### config.mk
export PLATFORM = sky130hd
export DESIGN_NAME = subtract_instruction_unit
export DESIGN_NICKNAME = d
export VERILOG_FILES = /design/src/rtl/sub_unit_pkg.sv /design/src/rtl/subtract_instruction_unit.sv
export VERILOG_INCLUDE_DIRS = /design/src /design/src/rtl
export SDC_FILE = /design/constraint.sdc
export NUM_CORES = 1
export LEC_CHECK = 0
export BUFFER_PORTS_ARGS = -buffer_cell sky130_fd_sc_hd__buf_2
export CAP_MARGIN = 20
export CORE_MARGIN = 2
export CORE_UTILIZATION = 54
export CTS_BUF_LIST = sky130_fd_sc_hd__clkbuf_4 sky130_fd_sc_hd__clkbuf_8 sky130_fd_sc_hd__clkbuf_16
export DETAILED_ROUTE_END_ITERATION = 8
export PLACE_DENSITY_LB_ADDON = 0.08
export SLEW_MARGIN = 30
export SYNTH_ARGS = -nofsm -noshare
export SYNTH_HDL_FRONTEND = slang
export SYNTH_SLANG_ARGS = --single-unit
export TNS_END_PERCENT = 10
### constraint.sdc
create_clock -name clk_i -period 4.7 [get_ports clk_i]
set_clock_uncertainty 0.15 [all_clocks]
set_input_delay 0 -clock clk_i [delete_from_list [all_inputs] [get_ports clk_i]]
set_output_delay 0 -clock clk_i [all_outputs]
set_load 0.1 [all_outputs]
### src/rtl/sub_unit_consts.svh
`ifndef SUB_UNIT_CONSTS_SVH
`define SUB_UNIT_CONSTS_SVH

`define LIT_OP_UPPER     8'h08
`define FILE_OP_UPPER    6'h17
`define OP_DEST_BIT      9
`define OP_ACCESS_BIT    8
`define LIT_OFFSET_MAX   8'h5f
`define ACC_RESET        8'h00
`define FLAG_NEG_BIT     4
`define FLAG_OV_BIT      3
`define FLAG_ZERO_BIT    2
`define FLAG_DC_BIT      1
`define FLAG_CARRY_BIT   0

`endif

### src/rtl/sub_unit_pkg.sv
package sub_unit_pkg;
  typedef struct packed {
    logic neg;
    logic overflow_flag;
    logic zero;
    logic digit_carry_flag;
    logic carry;
  } alu_flags_s;

  typedef struct packed {
    logic       we;
    logic [7:0] addr;
    logic [7:0] data;
  } mem_write_s;

  typedef struct packed {
    logic       indexed;
    logic       banked;
    logic [7:0] addr;
  } file_addr_s;
endpackage

### src/rtl/subtract_instruction_unit.sv
// Functional notes
// [RL1] opcode 0000 1000 kkkkkkkk: literal minus accumulator into accumulator, flags updated
// [RL2] file subtract: data byte minus accumulator, flags updated from the result
// [RL3] opcode 0101 11da ffffffff: d clear writes accumulator, d set writes byte
// [RL4] extended set, access bank, address up to 95: indexed literal offset address
// [RL5] carry set when no borrow; negative is bit 7; zero when all zeros
`timescale 1ns/1ps
`include "sub_unit_consts.svh"

module subtract_instruction_unit
  import sub_unit_pkg::*;
(
  input  wire logic        clk_i,
  input  wire logic        resetn_i,
  input  wire logic        op_valid_i,
  input  wire logic [15:0] opcode_i,
  input  wire logic        ext_set_i,
  input  wire logic [7:0]  file_data_i,
  output      logic [7:0]  acc_o,
  output      alu_flags_s  flags_o,
  output      mem_write_s  mem_wr_o,
  output      file_addr_s  file_addr_o,
  output      logic        done_o
);

  logic [7:0] acc_reg;
  alu_flags_s flags_reg;
  logic       we_reg;
  logic [7:0] wr_addr_reg;
  logic [7:0] wr_data_reg;
  logic [7:0] fa_addr_reg;
  logic       fa_banked_reg;
  logic       fa_indexed_reg;
  logic       done_reg;

  logic [7:0] acc_next;
  alu_flags_s flags_next;
  logic       we_next;
  logic [7:0] wr_addr_next;
  logic [7:0] wr_data_next;
  logic [7:0] fa_addr_next;
  logic       fa_banked_next;
  logic       fa_indexed_next;
  logic       done_next;

  // borrow out reported inverted, the way the carry flag reads
  function automatic logic no_borrow8(input logic [7:0] a, input logic [7:0] b);
    logic [8:0] diff;
    diff = {1'b0, a} - {1'b0, b};
    return ~diff[8];
  endfunction

  function automatic logic no_borrow4(input logic [3:0] a, input logic [3:0] b);
    logic [4:0] diff;
    diff = {1'b0, a} - {1'b0, b};
    return ~diff[4];
  endfunction

  // signed overflow: operands differ in sign and result sign flips from a
  function automatic logic sub_overflow(input logic [7:0] a, input logic [7:0] b);
    logic [7:0] diff;
    diff = a - b;
    return (a[7] ^ b[7]) & (a[7] ^ diff[7]);
  endfunction

  function automatic alu_flags_s sub_flags(input logic [7:0] a, input logic [7:0] b);
    logic [7:0] diff;
    alu_flags_s f;
    diff               = a - b;
    f.carry            = no_borrow8(a, b); // [RL5]
    f.digit_carry_flag = no_borrow4(a[3:0], b[3:0]);
    f.neg              = diff[7]; // [RL5]
    f.zero             = (diff == 8'h00); // [RL5]
    f.overflow_flag    = sub_overflow(a, b);
    return f;
  endfunction

  // opcode decoders, shared by the update paths below
  function automatic logic lit_decode(input logic [15:0] op);
    return op[15:8] == `LIT_OP_UPPER; // [RL1]
  endfunction

  function automatic logic file_decode(input logic [15:0] op);
    return op[15:10] == `FILE_OP_UPPER; // [RL3]
  endfunction

  function automatic logic file_to_mem(input logic [15:0] op);
    return op[`OP_DEST_BIT]; // [RL3]
  endfunction

  function automatic logic offset_window(input logic [15:0] op, input logic ext);
    return ext && !op[`OP_ACCESS_BIT] && (op[7:0] <= `LIT_OFFSET_MAX); // [RL4]
  endfunction

  logic       is_lit;
  logic       is_file;
  logic       file_wr;
  logic [7:0] lit_diff;
  logic [7:0] file_diff;
  alu_flags_s lit_flags;
  alu_flags_s file_flags;

  assign is_lit     = op_valid_i && lit_decode(opcode_i); // [RL1]
  assign is_file    = op_valid_i && file_decode(opcode_i); // [RL3]
  assign file_wr    = is_file && file_to_mem(opcode_i); // [RL3]
  assign lit_diff   = opcode_i[7:0] - acc_reg; // [RL1]
  assign file_diff  = file_data_i - acc_reg; // [RL2]
  assign lit_flags  = sub_flags(opcode_i[7:0], acc_reg); // [RL1]
  assign file_flags = sub_flags(file_data_i, acc_reg); // [RL2]

  // file data is taken combinationally in the cycle the opcode is valid
  always_comb begin
    acc_next = acc_reg;
    if (is_lit) begin
      acc_next = lit_diff; // [RL1]
    end else if (is_file && !file_wr) begin
      acc_next = file_diff; // [RL3]
    end
  end

  always_ff @(posedge clk_i or negedge resetn_i) begin
    if (!resetn_i) begin
      acc_reg <= `ACC_RESET;
    end else begin
      acc_reg <= acc_next;
    end
  end

  // flags stand between recognised ops
  always_comb begin
    flags_next = flags_reg;
    if (is_lit) begin
      flags_next = lit_flags; // [RL1]
    end else if (is_file) begin
      flags_next = file_flags; // [RL2]
    end
  end

  always_ff @(posedge clk_i or negedge resetn_i) begin
    if (!resetn_i) begin
      flags_reg <= '0;
    end else begin
      flags_reg <= flags_next;
    end
  end

  // strobe kept apart from payload; payload follows the opcode every cycle
  always_comb begin
    we_next      = file_wr; // [RL3]
    wr_addr_next = opcode_i[7:0];
    wr_data_next = file_diff;
  end

  always_ff @(posedge clk_i or negedge resetn_i) begin
    if (!resetn_i) begin
      we_reg <= 1'b0;
    end else begin
      we_reg <= we_next;
    end
  end

  always_ff @(posedge clk_i or negedge resetn_i) begin
    if (!resetn_i) begin
      wr_addr_reg <= 8'h00;
      wr_data_reg <= 8'h00;
    end else begin
      wr_addr_reg <= wr_addr_next;
      wr_data_reg <= wr_data_next;
    end
  end

  // indexed addressing only reported; bank and index resolution sit outside
  always_comb begin
    fa_addr_next    = opcode_i[7:0];
    fa_banked_next  = opcode_i[`OP_ACCESS_BIT];
    fa_indexed_next = is_file && offset_window(opcode_i, ext_set_i); // [RL4]
  end

  always_ff @(posedge clk_i or negedge resetn_i) begin
    if (!resetn_i) begin
      fa_addr_reg   <= 8'h00;
      fa_banked_reg <= 1'b0;
    end else begin
      fa_addr_reg   <= fa_addr_next;
      fa_banked_reg <= fa_banked_next;
    end
  end

  always_ff @(posedge clk_i or negedge resetn_i) begin
    if (!resetn_i) begin
      fa_indexed_reg <= 1'b0;
    end else begin
      fa_indexed_reg <= fa_indexed_next;
    end
  end

  // done is a one-cycle pulse; back-to-back ops keep it high
  always_comb begin
    done_next = is_lit || is_file;
  end

  always_ff @(posedge clk_i or negedge resetn_i) begin
    if (!resetn_i) begin
      done_reg <= 1'b0;
    end else begin
      done_reg <= done_next;
    end
  end

  assign acc_o       = acc_reg;
  assign flags_o     = flags_reg;
  assign mem_wr_o    = {we_reg, wr_addr_reg, wr_data_reg};
  assign file_addr_o = {fa_indexed_reg, fa_banked_reg, fa_addr_reg};
  assign done_o      = done_reg;

endmodule // subtract_instruction_unit

==> results.cfg <==
[cells_and_area]
final_cells = 325
fin_nets = 324
n_antenna_cell = 0
drive_above_1_share_pct = 30.1
final_cell_mix = buf_2 (68), dfrtp_1 (33), inv_1 (19), dlygate4sd3_1 (19), ha_1 (16)
syn_to_final_growth_pct = 28.7
mostFrequentLayoutCell = buf_2
utilization_pct = 74.4

[placed_design]
gp_congestion = 0.849
dp_slack_ns = 2.22
port_buffers = 68
place_inst = 298
dpl.hpwl_um = 3250

[detailed_routing]
ant_nets = 0
drt_iter0_drc = 74
remaining_drc_errors = 0
drt-total-wl_um = 4450
dr.pass1.iters = 4
vias = 1681
via_per_inst = 5.17
post_drt_wl_per_cell_um = 13.7

[timing]
rsz0062_at_grt = no
min_period_over_period_pct = 52.7
hold_viol_final = 0
worst_pin_slew_ns = 0.723
finalSetupTns_ns = 0
fin_crit_ns = 2.48
maxSlewViolCount = 0
fin_ws_ns = 2.22
slew-limit-headroom_pct = 51.8
final-setup-viol-count = 0
fmax_mhz = 404

[floorplan]
start_util_pct = 57.8
die_h_um = 64.5
coreArea_um2 = 3420
pin_count = 69
die_w_um = 64.5
dieArea_um2 = 4160
placementRows = 21

[setup_path]
cp-startpoint = acc_o[0]
slowest_delay_ns = 0.39
r2r-start = acc_o[0]
cp_top_family = compound AO/OA/AOI/OAI gates
cp.arrival_ns = 2.58
slowest_stage = dfrtp_1
cp_max_fo = 4
r2r_end = flags_o[2]
reg2reg_slack_ns = 2.22
path_cells = ha_1, inv_1, fa_1, a21o_1, a311o_1, a21oi_1, xnor2_1, o41ai_2
cp_data_required_time_ns = 4.80
r2r_cells = 8
cp-start-kind = flip-flop
cp_num_buf_inv = 1
path_class = flip-flop to flip-flop
crit_path_end_kind = flip-flop

[clock_tree]
holdBufCountCts = 19
cts-resized-gates = 0
cts_tree = yes
htreeDepth = 2
cts_buffer_depth = 2
cts.sinks = 33
cts_setup_buffers = 0
clk_latency_ns = 0.35
cts-root-buf = clkbuf_4
path_clk_slew_ns = 0.11
cts_buffers = 5

[global_route]
grt-ovfl-total = 0
grt_max_degree = 34
grt_usage_pct = 23.7
grt_pass1_vias = 1571
antenna_found_initial = 0
grt_pass1_wl_um = 7280

[yosys]
syn-mean-instance-area_um2 = 10.0
syn_area_um2 = 1980
synth-seq-cells = 33
syn_nets = 243
muxShareOfSynthArea_pct = 2.09
synth_xor_area_share_pct = 4.43
synth_edf_count = 0
seq_area_frac_synth_pct = 41.8
synth.distinct_cells = 51
syn_inst = 197
async_flop_share_pct = 100
synth-compound-area-share_pct = 16.7
synth_top_family_by_area = compound AO/OA/AOI/OAI gates
synthAdderAreaFrac_pct = 12.2
synthSimpleGateAreaFrac_pct = 14.6
ys_warn_count = 0
ys.flop_type = dfrtp_1

[flow_run]
maxCapViolations = 0

[min_path]
hold_depth = 3
hold_start = opcode_i[13]
min_path_type = input port to flip-flop
hold_end = we_reg

[power_and_ir_drop]
leakage_nw = 1.32
pwr_density_cell_nw_per_um2 = 491
power_mw = 1.25
vdd_ir_drop_max_mv = 0.395

[outcome]
outcome = complete, no violations
[cell type report]
| class | count | area [µm²] |
|---|---|---|
| fill | 264 | 873 |
| timing repair buffer | 87 | 531 |
| multi-input combinational | 132 | 987 |
| sequential | 33 | 826 |
| tap | 46 | 57.6 |
| clock buffer | 7 | 65.1 |
| inverter | 19 | 71.3 |
| clock inverter | 1 | 5.00 |
[kinds of logic after synthesis]
group / count (synthesis)
fa+ha+maj: 18
buf+inv: 32
simple gates: 51
xor+xnor: 10
compound gates: 49
mux: 4
flops: 33
[metrics by stage]
| stage | cell area [µm²] | hold WS, ns |
|---|---|---|
| 3_5_place_dp | 2280 | -0.0496 |
| 6_report | 2540 | 0.0340 |
| 4_1_cts | 2540 | 0.0270 |
| 3_3_place_gp | 2280 | -0.0512 |
| 2_1_floorplan | 1980 | -0.446 |
| 5_1_grt | 2540 | 0.0401 |
[cell usage after synthesis, types with 2 or more instances]
master | number | share of area [%]
a31oi_1 | 2 | 0.63
or4_1 | 2 | 0.76
a211oi_1 | 2 | 0.76
inv_1 | 19 | 3.6
o21a_1 | 4 | 1.5
xnor2_1 | 4 | 1.8
xor2_1 | 6 | 2.7
mux2i_1 | 3 | 1.5
dfrtp_1 | 33 | 42
fa_1 | 2 | 2.0
nand2_1 | 9 | 1.7
nand3_1 | 2 | 0.51
and3_1 | 4 | 1.3
and2_1 | 3 | 0.95
a21o_1 | 2 | 0.76
ha_1 | 16 | 10
nor2_2 | 2 | 0.63
o21ai_0 | 9 | 2.3
nand3b_1 | 2 | 0.76
o211ai_1 | 3 | 1.1
nor2b_1 | 2 | 0.63
nor2_1 | 12 | 2.3
a21oi_1 | 13 | 3.3
buf_4 | 11 | 4.2
nand2b_1 | 3 | 0.95
nand4_1 | 2 | 0.63
[routing by layer]
layer / vias up / part of all wire, % / routed length (µm) / GRT usage [%]
li1: 847 / - / - / -
met1: 779 / 48 / 2120 / 30.9
met2: 47 / 46 / 2060 / 39.1
met3: 8 / 4.4 / 197 / 4.51
met4: 0 / 1.4 / 64 / 9.31
met5: - / 0 / 0 / 0
[power by group]
part,switching [mW],internal [mW]
registers,0.0209,0.330
clock network,0.0999,0.0867
logic,0.556,0.156
[tightest hold or removal path, delay by kind of cell]
kind	cells	cell delay (ns)
buffers and inverters	1	0.07
and+or+nand+nor	2	0.43
[how the worst max path moves through the flow]
stage	to	slack (ns)	cells after the start
after floorplan	flags_o[2]	1.66	8
after global placement	flags_o[2]	2.31	8
after detailed placement	flags_o[2]	2.22	8
after CTS	flags_o[2]	2.22	8
after global routing	flags_o[2]	1.99	8
final	flags_o[2]	2.22	8
Power figures use the tool's default switching activity.
